--- src/dcpfl_map.vh ---
`ifndef DCPFL_MAP_VH
`define DCPFL_MAP_VH
// Register byte offsets.
`define DCPFL_CTRL 12'h000
`define DCPFL_STATUS 12'h004
`define DCPFL_IRQ_STAT 12'h008
`define DCPFL_IRQ_MASK 12'h00c
`define DCPFL_OVERRIDE 12'h010
`define DCPFL_LQ_LIMIT 12'h014
`define DCPFL_REC_ID 12'h018
`define DCPFL_REC_LIMIT 12'h01c
`define DCPFL_REC_TIME 12'h020
`define DCPFL_PASSWORD 12'h024
`define DCPFL_ROUTE_BASE 12'h040
`define DCPFL_LIM_S_BASE 12'h080
`define DCPFL_LIM_P_BASE 12'h0c0
// Sizes.
`define DCPFL_NUM_LQ 16
`define DCPFL_LQ_W 4
`define DCPFL_NUM_CH 4
// Control bit positions.
`define DCPFL_CTRL_SW_RESET 0
`define DCPFL_CTRL_SELF_FAIL 1
// Interrupt bit positions.
`define DCPFL_IRQ_LQ 0
`define DCPFL_IRQ_SELF 1
`define DCPFL_IRQ_DUTY 2
`define DCPFL_IRQ_RESET 3
// Reset values.
`define DCPFL_ROUTE_RST 4'hf
`define DCPFL_LIMIT_RST 32'hffffffff
`define DCPFL_PASSWORD_RST 32'h00000000
// Time step: 1 ms at 25 ns period.
`define DCPFL_STEP_NS 1000000
`define DCPFL_CLK_NS 25
`define DCPFL_STEP_CYC (`DCPFL_STEP_NS / `DCPFL_CLK_NS)
`endif

--- src/dcpfl_lq_mem.v ---
`timescale 1ns/100ps
`include "dcpfl_map.vh"
// Small table of per limit quantity words with registered read data.
module dcpfl_lq_mem (
   input wire mclk,
   input wire we,
   input wire [3:0] waddr,
   input wire [31:0] wdata,
   input wire [3:0] raddr,
   output reg [31:0] rdata
);
   reg [31:0] mem [0:`DCPFL_NUM_LQ-1];

   // Write and registered read; contents are loaded by software after reset.
   always @(posedge mclk) begin
      if (we) begin
         mem[waddr] <= wdata;
      end
      rdata <= mem[raddr];
   end
endmodule

--- src/dcpfl_fault_latch.v ---
`timescale 1ns/100ps
`include "dcpfl_map.vh"
// Operation
// - Finish pulse, then block pulse until reset.
// - Over limit faults routed channels.
// - Four channels: toroidal, solenoid, two poloidal.
// - Per quantity adjustable channel selection.
// - Selected lines latched until reset.
// - Record quantity, limit and time.
// - Self failure sets all four channels.
// - Duty violation sets all four channels.
// - Software reset needs key, password; standby.
// - Hardware reset only from local key.
// - Each channel: short, open, status outputs.
// - Keyed override suppresses any channel subset.
// - Fault record leaves on one-way link.
// - Raw inputs stream out one way.
// - Maintenance activity forces all lines faulted.
// - Standby uses standby limit; pulse both.
module dcpfl_fault_latch (
   input wire mclk,
   input wire sys_rst,
   input wire psel,
   input wire penable,
   input wire pwrite,
   input wire [11:0] paddr,
   input wire [31:0] pwdata,
   output reg [31:0] prdata,
   output wire pready,
   output wire pslverr,
   input wire [3:0] lq_sel,
   input wire [31:0] lq_present,
   input wire [31:0] lq_predicted,
   input wire lq_valid,
   input wire pulse_start_trig,
   input wire standby_trig,
   input wire duty_violation,
   input wire self_fail_in,
   input wire sw_key,
   input wire hw_reset_key,
   input wire hw_reset_btn,
   input wire test_key,
   input wire maint_active,
   input wire [31:0] raw_inputs,
   output reg pulse_phase,
   output reg pulse_inhibit,
   output wire [3:0] fault_short,
   output wire [3:0] fault_short_oe,
   output wire [3:0] fault_open,
   output wire [3:0] fault_open_oe,
   output wire [3:0] fault_status,
   output wire [3:0] fault_status_oe,
   output reg rec_tx_valid,
   output reg [31:0] rec_tx_data,
   output reg daq_tx_valid,
   output reg [31:0] daq_tx_data,
   output wire irq
);
   localparam S_IDLE = 2'd0;
   localparam S_RD_S = 2'd1;
   localparam S_RD_P = 2'd2;
   localparam S_CMP = 2'd3;

   reg [1:0] cmp_state;
   reg [3:0] latch;
   reg [3:0] override;
   reg [3:0] route [0:`DCPFL_NUM_LQ-1];
   reg [31:0] password;
   reg [31:0] rec_id;
   reg [31:0] rec_limit;
   reg [31:0] rec_time;
   reg [31:0] time_ctr;
   reg [3:0] irq_stat;
   reg [3:0] irq_mask;
   reg [31:0] step_ctr;
   reg [3:0] cur_sel;
   reg [31:0] cur_pres;
   reg [31:0] cur_pred;
   reg [31:0] cur_lim_s;
   reg [1:0] tx_idx;
   reg tx_busy;
   reg sw_ok_q;
   reg [3:0] rd_idx;
   reg next_trip_q;

   wire wr = psel & penable & pwrite;
   wire [31:0] mem_rd;
   wire in_pulse_tab = {paddr[11:6], 6'h00} == `DCPFL_LIM_P_BASE;
   wire in_stby_tab = {paddr[11:6], 6'h00} == `DCPFL_LIM_S_BASE;
   wire mem_we_s = wr & in_stby_tab;
   wire mem_we_p = wr & in_pulse_tab;
   wire [31:0] lim_s_rd;
   wire [31:0] lim_p_rd;

   // Table lookups run either for the comparator or for a bus read.
   wire cmp_busy = cmp_state != S_IDLE;
   wire [3:0] tab_raddr = cmp_busy ? cur_sel : paddr[5:2];

   dcpfl_lq_mem u_lim_s (
      .mclk(mclk),
      .we(mem_we_s),
      .waddr(paddr[5:2]),
      .wdata(pwdata),
      .raddr(tab_raddr),
      .rdata(lim_s_rd)
   );

   dcpfl_lq_mem u_lim_p (
      .mclk(mclk),
      .we(mem_we_p),
      .waddr(paddr[5:2]),
      .wdata(pwdata),
      .raddr(tab_raddr),
      .rdata(lim_p_rd)
   );

   assign mem_rd = in_pulse_tab ? lim_p_rd : lim_s_rd;

   // The table read needs one extra cycle, so table reads wait a cycle.
   reg tab_wait;
   assign pready = ~((in_pulse_tab | in_stby_tab) & ~pwrite & ~tab_wait);
   assign pslverr = 1'b0;

   // Reset validation: software needs key plus password, hardware a local key.
   wire sw_reset_req = wr && paddr == `DCPFL_CTRL &&
      pwdata[`DCPFL_CTRL_SW_RESET];
   wire sw_reset_ok = sw_reset_req & sw_key &
      (password == `DCPFL_PASSWORD_RST ? 1'b0 : 1'b1) & sw_ok_q;
   wire hw_reset_ok = hw_reset_key & hw_reset_btn;
   wire fault_reset = sw_reset_ok | hw_reset_ok;

   // Global faults: self failure and duty cycle violation.
   wire self_fail = self_fail_in | (wr && paddr == `DCPFL_CTRL &&
      pwdata[`DCPFL_CTRL_SELF_FAIL]);

   // Limit compare; standby uses present only, pulse uses both.
   wire over_s = cur_pres > cur_lim_s;
   wire over_p = cur_pres > lim_p_rd || cur_pred > lim_p_rd;
   wire lq_trip = (cmp_state == S_CMP) &&
      (pulse_phase ? over_p : over_s);
   wire [3:0] trip_ch = route[cur_sel];
   wire [3:0] set_ch = (lq_trip ? trip_ch : 4'h0) |
      ((self_fail | duty_violation) ? 4'hf : 4'h0);

   // Password must have been written before a software reset will be honoured.
   always @(posedge mclk) begin
      if (sys_rst) begin
         sw_ok_q <= 1'b0;
      end else if (wr && paddr == `DCPFL_PASSWORD) begin
         sw_ok_q <= 1'b1;
      end else if (sw_reset_req) begin
         sw_ok_q <= 1'b0;
      end
   end

   // Comparator sequence: capture sample, read both limits, compare.
   always @(posedge mclk) begin
      if (sys_rst) begin
         cmp_state <= S_IDLE;
         cur_sel <= 4'h0;
         cur_pres <= 32'h00000000;
         cur_pred <= 32'h00000000;
         cur_lim_s <= 32'h00000000;
      end else begin
         case (cmp_state)
            S_IDLE: begin
               if (lq_valid) begin
                  cur_sel <= lq_sel;
                  cur_pres <= lq_present;
                  cur_pred <= lq_predicted;
                  cmp_state <= S_RD_S;
               end
            end
            S_RD_S: cmp_state <= S_RD_P;
            S_RD_P: begin
               cur_lim_s <= lim_s_rd;
               cmp_state <= S_CMP;
            end
            S_CMP: cmp_state <= S_IDLE;
            default: cmp_state <= S_IDLE;
         endcase
      end
   end

   // Fault latches; a new fault wins over a reset in the same cycle.
   always @(posedge mclk) begin
      if (sys_rst) begin
         latch <= 4'h0;
      end else begin
         latch <= (fault_reset ? 4'h0 : latch) | set_ch;
      end
   end

   // Pulse phase control: a fault lets the pulse finish but blocks the next.
   always @(posedge mclk) begin
      if (sys_rst) begin
         pulse_phase <= 1'b0;
         pulse_inhibit <= 1'b0;
      end else begin
         if (sw_reset_ok || standby_trig) begin
            pulse_phase <= 1'b0;
         end else if (pulse_start_trig && !pulse_inhibit && set_ch == 4'h0) begin
            pulse_phase <= 1'b1;
         end
         if (set_ch != 4'h0) begin
            pulse_inhibit <= 1'b1;
         end else if (fault_reset) begin
            pulse_inhibit <= 1'b0;
         end
      end
   end

   // Time base ticks each protection step and stamps fault records.
   always @(posedge mclk) begin
      if (sys_rst) begin
         step_ctr <= 32'h00000000;
         time_ctr <= 32'h00000000;
      end else if (step_ctr == `DCPFL_STEP_CYC - 1) begin
         step_ctr <= 32'h00000000;
         time_ctr <= time_ctr + 32'h00000001;
      end else begin
         step_ctr <= step_ctr + 32'h00000001;
      end
   end

   // Fault record survives fault resets; only a new trip or sys_rst overwrites it.
   always @(posedge mclk) begin
      if (sys_rst) begin
         rec_id <= 32'h00000000;
         rec_limit <= 32'h00000000;
         rec_time <= 32'h00000000;
         next_trip_q <= 1'b0;
      end else begin
         next_trip_q <= lq_trip;
         if (lq_trip) begin
            rec_id <= {28'h0000000, cur_sel};
            rec_limit <= pulse_phase ? lim_p_rd : cur_lim_s;
            rec_time <= time_ctr;
         end
      end
   end

   // One-way record export: id, limit, time as three words.
   always @(posedge mclk) begin
      if (sys_rst) begin
         tx_busy <= 1'b0;
         tx_idx <= 2'd0;
         rec_tx_valid <= 1'b0;
         rec_tx_data <= 32'h00000000;
      end else begin
         rec_tx_valid <= 1'b0;
         if (next_trip_q && !tx_busy) begin
            tx_busy <= 1'b1;
            tx_idx <= 2'd0;
         end else if (tx_busy) begin
            rec_tx_valid <= 1'b1;
            case (tx_idx)
               2'd0: rec_tx_data <= rec_id;
               2'd1: rec_tx_data <= rec_limit;
               default: rec_tx_data <= rec_time;
            endcase
            tx_idx <= tx_idx + 2'd1;
            if (tx_idx == 2'd2) begin
               tx_busy <= 1'b0;
            end
         end
      end
   end

   // Raw inputs stream to acquisition once per time step.
   always @(posedge mclk) begin
      if (sys_rst) begin
         daq_tx_valid <= 1'b0;
         daq_tx_data <= 32'h00000000;
      end else begin
         daq_tx_valid <= step_ctr == 32'h00000000;
         if (step_ctr == 32'h00000000) begin
            daq_tx_data <= raw_inputs;
         end
      end
   end

   // Register writes; override bits only take effect under the test key.
   integer i;
   always @(posedge mclk) begin
      if (sys_rst) begin
         override <= 4'h0;
         irq_mask <= 4'h0;
         password <= `DCPFL_PASSWORD_RST;
         for (i = 0; i < `DCPFL_NUM_LQ; i = i + 1) begin
            route[i] <= `DCPFL_ROUTE_RST;
         end
      end else if (wr) begin
         if (paddr == `DCPFL_OVERRIDE) begin
            override <= pwdata[3:0];
         end
         if (paddr == `DCPFL_IRQ_MASK) begin
            irq_mask <= pwdata[3:0];
         end
         if (paddr == `DCPFL_PASSWORD) begin
            password <= pwdata;
         end
         if ({paddr[11:6], 6'h00} == `DCPFL_ROUTE_BASE) begin
            route[paddr[5:2]] <= pwdata[3:0];
         end
      end
   end

   // Sticky interrupt status; a new event wins over write-one-to-clear.
   wire [3:0] irq_ev = {fault_reset, duty_violation, self_fail, lq_trip};
   always @(posedge mclk) begin
      if (sys_rst) begin
         irq_stat <= 4'h0;
      end else if (wr && paddr == `DCPFL_IRQ_STAT) begin
         irq_stat <= (irq_stat & ~pwdata[3:0]) | irq_ev;
      end else begin
         irq_stat <= irq_stat | irq_ev;
      end
   end
   assign irq = |(irq_stat & irq_mask);

   // Read mux; table reads return data from the limit memories.
   always @(posedge mclk) begin
      if (sys_rst) begin
         tab_wait <= 1'b0;
      end else begin
         tab_wait <= psel & ~tab_wait & (in_pulse_tab | in_stby_tab);
      end
   end

   always @* begin
      rd_idx = paddr[5:2];
      prdata = 32'h00000000;
      case (paddr)
         `DCPFL_STATUS: prdata = {24'h000000, pulse_inhibit, pulse_phase,
            2'b00, latch};
         `DCPFL_IRQ_STAT: prdata = {28'h0000000, irq_stat};
         `DCPFL_IRQ_MASK: prdata = {28'h0000000, irq_mask};
         `DCPFL_OVERRIDE: prdata = {28'h0000000, override};
         `DCPFL_REC_ID: prdata = rec_id;
         `DCPFL_REC_LIMIT: prdata = rec_limit;
         `DCPFL_REC_TIME: prdata = rec_time;
         default: begin
            if ({paddr[11:6], 6'h00} == `DCPFL_ROUTE_BASE) begin
               prdata = {28'h0000000, route[rd_idx]};
            end else if (in_pulse_tab | in_stby_tab) begin
               prdata = mem_rd;
            end
         end
      endcase
   end

   // Output stage per channel: channels are toroidal, solenoid, two poloidal.
   // Maintenance forcing beats the override so the plant is never left live.
   genvar g;
   generate
      for (g = 0; g < `DCPFL_NUM_CH; g = g + 1) begin : g_ch
         wire act = maint_active |
            (latch[g] & ~(test_key & override[g]));
         // Open collectors sink current only while faulted.
         assign fault_short[g] = 1'b0;
         assign fault_short_oe[g] = act;
         assign fault_open[g] = 1'b0;
         assign fault_open_oe[g] = act;
         assign fault_status[g] = 1'b0;
         assign fault_status_oe[g] = act;
      end
   endgenerate
endmodule

--- config.mk ---
export PLATFORM = sky130hd
export DESIGN_NAME = dcpfl_fault_latch
export DESIGN_NICKNAME = d
export VERILOG_FILES = /design/src/dcpfl_lq_mem.v /design/src/dcpfl_fault_latch.v
export VERILOG_INCLUDE_DIRS = /design/src
export SDC_FILE = /design/constraint.sdc
export NUM_CORES = 2
export LEC_CHECK = 0
export ABC_AREA = 0
export CAP_MARGIN = 20
export CORE_AREA = 4 4 399 401
export CTS_CLUSTER_SIZE = 24
export DETAILED_ROUTE_END_ITERATION = 10
export DIE_AREA = 0 0 403 405
export DONT_BUFFER_PORTS = 1
export GPL_TIMING_DRIVEN = 0
export MAX_ROUTING_LAYER = met4
export PLACE_DENSITY = 0.61
export SLEW_MARGIN = 20
export SYNTH_ARGS = -nofsm -noshare
export SYNTH_HDL_FRONTEND = slang
export SYNTH_SLANG_ARGS = --single-unit
export TNS_END_PERCENT = 50
--- constraint.sdc ---
create_clock -name mclk -period 4.53 [get_ports mclk]
set_input_delay 0.6795 -clock mclk [delete_from_list [all_inputs] [get_ports mclk]]
set_output_delay 0.6795 -clock mclk [all_outputs]
set_load 0.01 [all_outputs]
==> summary.json <==
{
  "fin_total_pwr_mw": 39.0,
  "cts_inserted_buffers": 153,
  "synth-simple-area-share_pct": 8.37,
  "fp.coreArea_sq_um": 156000,
  "first_iter_violations": 4818,
  "placement.cell_area_sq_um": 65400,
  "finalWorstSetupSlack_ns": 0.0635,
  "final_hold_viol_count": 0,
  "worstReg2RegStart": "cmp_state[0]$_SDFFE_PP0P_",
  "cp-startpoint": "cmp_state[0]$_SDFFE_PP0P_",
  "synth-compound-area-share_pct": 6.42,
  "finalCritPeriodShare_pct": 98.6,
  "overall_via_count_from_detail_route": 38300,
  "worst_r2r_endpoint": "u_lim_s.rdata[16]$_DFF_P_",
  "comb_power_share_pct": 25.5,
  "synthMuxAreaShare_pct": 13.0,
  "clk_network_pwr_share_pct": 32.7,
  "gp_congestion": 0.949,
  "finish.cell_count_without_fillers": 6709,
  "synthAdderAreaFrac_pct": 2.13,
  "clock_tree.htree_level_count": 4,
  "floorplan.initialDensity_pct": 39.7,
  "die_w_microns": 403,
  "grtUsageTotal_pct": 23.8,
  "design.final.nets": 4775,
  "synth_xor_xnor_area_share_pct": 0.751,
  "synth_top_cell_area_share_pct": 52.9,
  "cap_viol_max_count": 0,
  "buffer_levels_on_the_longest_clock_path": 3,
  "buffer_count_from_post_cts_setup_fixing": 0,
  "synthCells": 4241,
  "synth.most_common_cell": "sky130_fd_sc_hd__edfxtp_1",
  "clkSinkCount": 1512,
  "p_sw_mw": 12.4,
  "remaining_drc_errors": 0,
  "start_kind": "flip-flop",
  "synth.yosys.seq_area_share_pct": 66.6,
  "grt_setup_unrepaired": "false",
  "first_pass_iters": 6,
  "report.final.slew_viol_count": 0,
  "i_o_pin_count": 286,
  "worst_clock_skew_ns": 0.0430,
  "synth-edff-count": 1088,
  "placed_instances": 6346,
  "worst_ep_arrival_time_ns": 5.06,
  "io_buffer_count": 0,
  "critPathCaptureType": "flip-flop",
  "hpwl_microns": 132000,
  "wl_final_microns": 192000,
  "drtAntennaViolNets": 0,
  "antenna_found_initial": 35,
  "critPathRequiredTime_ns": 5.13,
  "clock_tree.root_cell": "sky130_fd_sc_hd__clkbuf_16",
  "synthTopCellsByCount": "sky130_fd_sc_hd__edfxtp_1 (1,088), sky130_fd_sc_hd__nand2_1 (479), sky130_fd_sc_hd__dfxtp_1 (424), sky130_fd_sc_hd__mux4_2 (293), sky130_fd_sc_hd__nor2_1 (230)",
  "worst_r2r_path_depth": 10,
  "synthTopCellsByArea": "sky130_fd_sc_hd__edfxtp_1 (53%), sky130_fd_sc_hd__dfxtp_1 (14%), sky130_fd_sc_hd__mux4_2 (11%)",
  "synth_cell_types": 62,
  "path_class": "reg -> reg",
  "post_route_cells_drive_above_1_share_pct": 15.8,
  "final_core_utilization_pct": 46.0,
  "areaGrowthSynthToFinish_pct": 15.9,
  "internal_power_mw": 26.6,
  "grt_pass1_vias": 37000,
  "routedWlPerCell_microns": 28.5,
  "p_leak_nw": 23.4,
  "worst_pin_slew_ns": 1.24,
  "sw_share_pct": 31.8,
  "min_path_type": "in -> reg",
  "synthesis.area_per_instance_sq_um": 14.6,
  "post-synth-top-area-cell": "sky130_fd_sc_hd__edfxtp_1",
  "clock.fmax_mhz": 224,
  "post_drt_via_cell_ratio": 5.71,
  "share_of_flip_flops_with_an_asynchronous_set_or_reset_pct": 0,
  "clkSlewWorstSetupHoldPaths_ns": 0.06,
  "synth_area_sq_um": 61800,
  "worst_slew_margin_rel_pct": 17.6,
  "setup.worst_path.end": "u_lim_s.rdata[16]$_DFF_P_",
  "run_status": "finished, final reports clean",
  "report.final.setup_viol": 0,
  "ys.warnings.count": 0,
  "synth-seq-cells": 1512,
  "layout.cell_area.non_filler_sq_um": 71600,
  "vdd_ir_drop_max_v": 0.000402,
  "sequentialPowerShare_pct": 41.8,
  "reg2reg_setup_slack_ns": 0.06,
  "critical_path_peak_fanout": 10,
  "synth_top_family_by_area": "multiplexers",
  "die_h_microns": 405,
  "finalCriticalPeriod_ns": 4.47,
  "dp_slack_ns": -0.511,
  "power_density_cells_nw_per_um2": 544,
  "worst_skew_pair.late_latency_ns": 0.79,
  "grt_pass1_wl_microns": 270000,
  "cts_tree": "done",
  "fillCellCount": 13600,
  "global_route.overflow_total": 0,
  "grt_start_max_net_pins": 33,
  "synthFlopType": "sky130_fd_sc_hd__edfxtp_1",
  "core.rowCount": 145,
  "design.die.area_sq_um": 163000
}
-- cells by family after synthesis --
| family | after synthesis |
|---|---|
| xor+xnor | 53 |
| mux | 438 |
| buf+inv | 399 |
| simple gates | 1109 |
| flops | 1512 |
| fa+ha+maj | 105 |
| other cells | 1 |
| compound gates | 624 |
-- placed cells by master, fill, tap and decap left out, types with 32 or more instances in the layout --
master,count
sky130_fd_sc_hd__o21ai_0,79
sky130_fd_sc_hd__inv_1,115
sky130_fd_sc_hd__dfxtp_1,424
sky130_fd_sc_hd__a31oi_1,66
sky130_fd_sc_hd__or3_1,44
sky130_fd_sc_hd__edfxtp_1,1088
sky130_fd_sc_hd__nor2_4,32
sky130_fd_sc_hd__dlygate4sd3_1,36
sky130_fd_sc_hd__buf_12,61
sky130_fd_sc_hd__nand3_1,41
sky130_fd_sc_hd__nand4_1,45
sky130_fd_sc_hd__buf_2,34
sky130_fd_sc_hd__xor2_1,36
sky130_fd_sc_hd__a22oi_1,47
sky130_fd_sc_hd__nand2_1,479
sky130_fd_sc_hd__mux4_2,293
sky130_fd_sc_hd__a21oi_1,201
sky130_fd_sc_hd__a211oi_1,148
sky130_fd_sc_hd__clkbuf_16,155
sky130_fd_sc_hd__and2_1,68
sky130_fd_sc_hd__ha_1,105
sky130_fd_sc_hd__clkbuf_1,202
sky130_fd_sc_hd__buf_1,36
sky130_fd_sc_hd__nor2_1,197
sky130_fd_sc_hd__nand2b_1,84
sky130_fd_sc_hd__mux2i_1,137
-- registers in the layout (all words and copies together) (netlist names), 32 cells and up, named ones only --
signal         cells
password          32
daq_tx_data       32
cur_pred          32
u_lim_p.mem      512
u_lim_s.rdata     32
time_ctr          32
cur_pres          32
u_lim_s.mem      512
u_lim_p.rdata     32
route             64
rec_tx_data       32
cur_lim_s         32
step_ctr          32
rec_limit         32
rec_time          32
-- how the worst min path moves through the flow --
stage / start / slack (ns) / depth (start not counted) / to
after floorplan: tab_wait$_SDFF_PP0_ / 0.39 / 1 / tab_wait$_SDFF_PP0_
after global placement: tab_wait$_SDFF_PP0_ / 0.40 / 1 / tab_wait$_SDFF_PP0_
after detailed placement: tab_wait$_SDFF_PP0_ / 0.42 / 1 / tab_wait$_SDFF_PP0_
after CTS: raw_inputs[17] / 0.0005 / 2 / daq_tx_data[17]$_SDFFE_PP0P_
after global routing: raw_inputs[3] / 0.03 / 2 / daq_tx_data[3]$_SDFFE_PP0P_
final: lq_present[23] / 0.05 / 2 / cur_pres[23]$_SDFFE_PP0P_
-- critical path, stage by stage, from the launching register on --
cell and delay [ns]:
sky130_fd_sc_hd__dfxtp_1 0.33, sky130_fd_sc_hd__inv_1 0.09, sky130_fd_sc_hd__ha_1 0.14, sky130_fd_sc_hd__buf_2 0.38, sky130_fd_sc_hd__mux2i_4 0.64, sky130_fd_sc_hd__clkbuf_2 0.44, sky130_fd_sc_hd__clkdlybuf4s15_2 0.60, sky130_fd_sc_hd__buf_1 0.65
sky130_fd_sc_hd__mux4_2 0.37, sky130_fd_sc_hd__nand2_1 0.06, sky130_fd_sc_hd__a31oi_1 0.54
-- metrics by stage --
stage	hold slack [ns]	setup TNS [ns]
after detailed placement	0.415	-38.75
final	0.0466	0
after global routing	0.0281	0
after CTS	0.000537	0
after global placement	0.403	-1563.62
after floorplan	0.395	0
-- final cells by class --
type	instances	area (sq um)	share of cell area [%]
Timing Repair Buffer	103	1720	2.41
Clock inverter	79	851	1.19
Tap cell	2058	2570	3.60
Clock buffer	198	4200	5.86
Inverter	115	432	0.603
Antenna cell	18	45.0	0.0629
Buffer	284	1260	1.75
Sequential cell	1512	41200	57.5
Multi-Input combinational cell	2342	19400	27.1
-- power by group through the flow --
| stage | clock network (mW) | logic (mW) | registers [mW] |
|---|---|---|---|
| floorplan | 0 | 6.22 | 16.1 |
| global placement | 0 | 9.42 | 16.6 |
| detailed placement | 0 | 9.52 | 16.6 |
| CTS | 12.9 | 9.88 | 16.3 |
| global route | 13.5 | 10.6 | 16.3 |
| finish | 12.8 | 9.93 | 16.3 |
-- repair_timing --
item	in CTS	in global routing
hold buffers	68	0
endpoints found under the setup margin	83	41
endpoints found under the hold margin	1050	0
gates resized for setup	14	4
-- layer usage --
metal	wire, microns	track usage [%]	up-vias
met1	77200	31.6	19500
met3	20000	5.97	292
met2	88800	36.5	1832
li1	-	-	16700
met5	0	-	-
met4	5460	6.77	0
(Power assumes the default switching activity.)
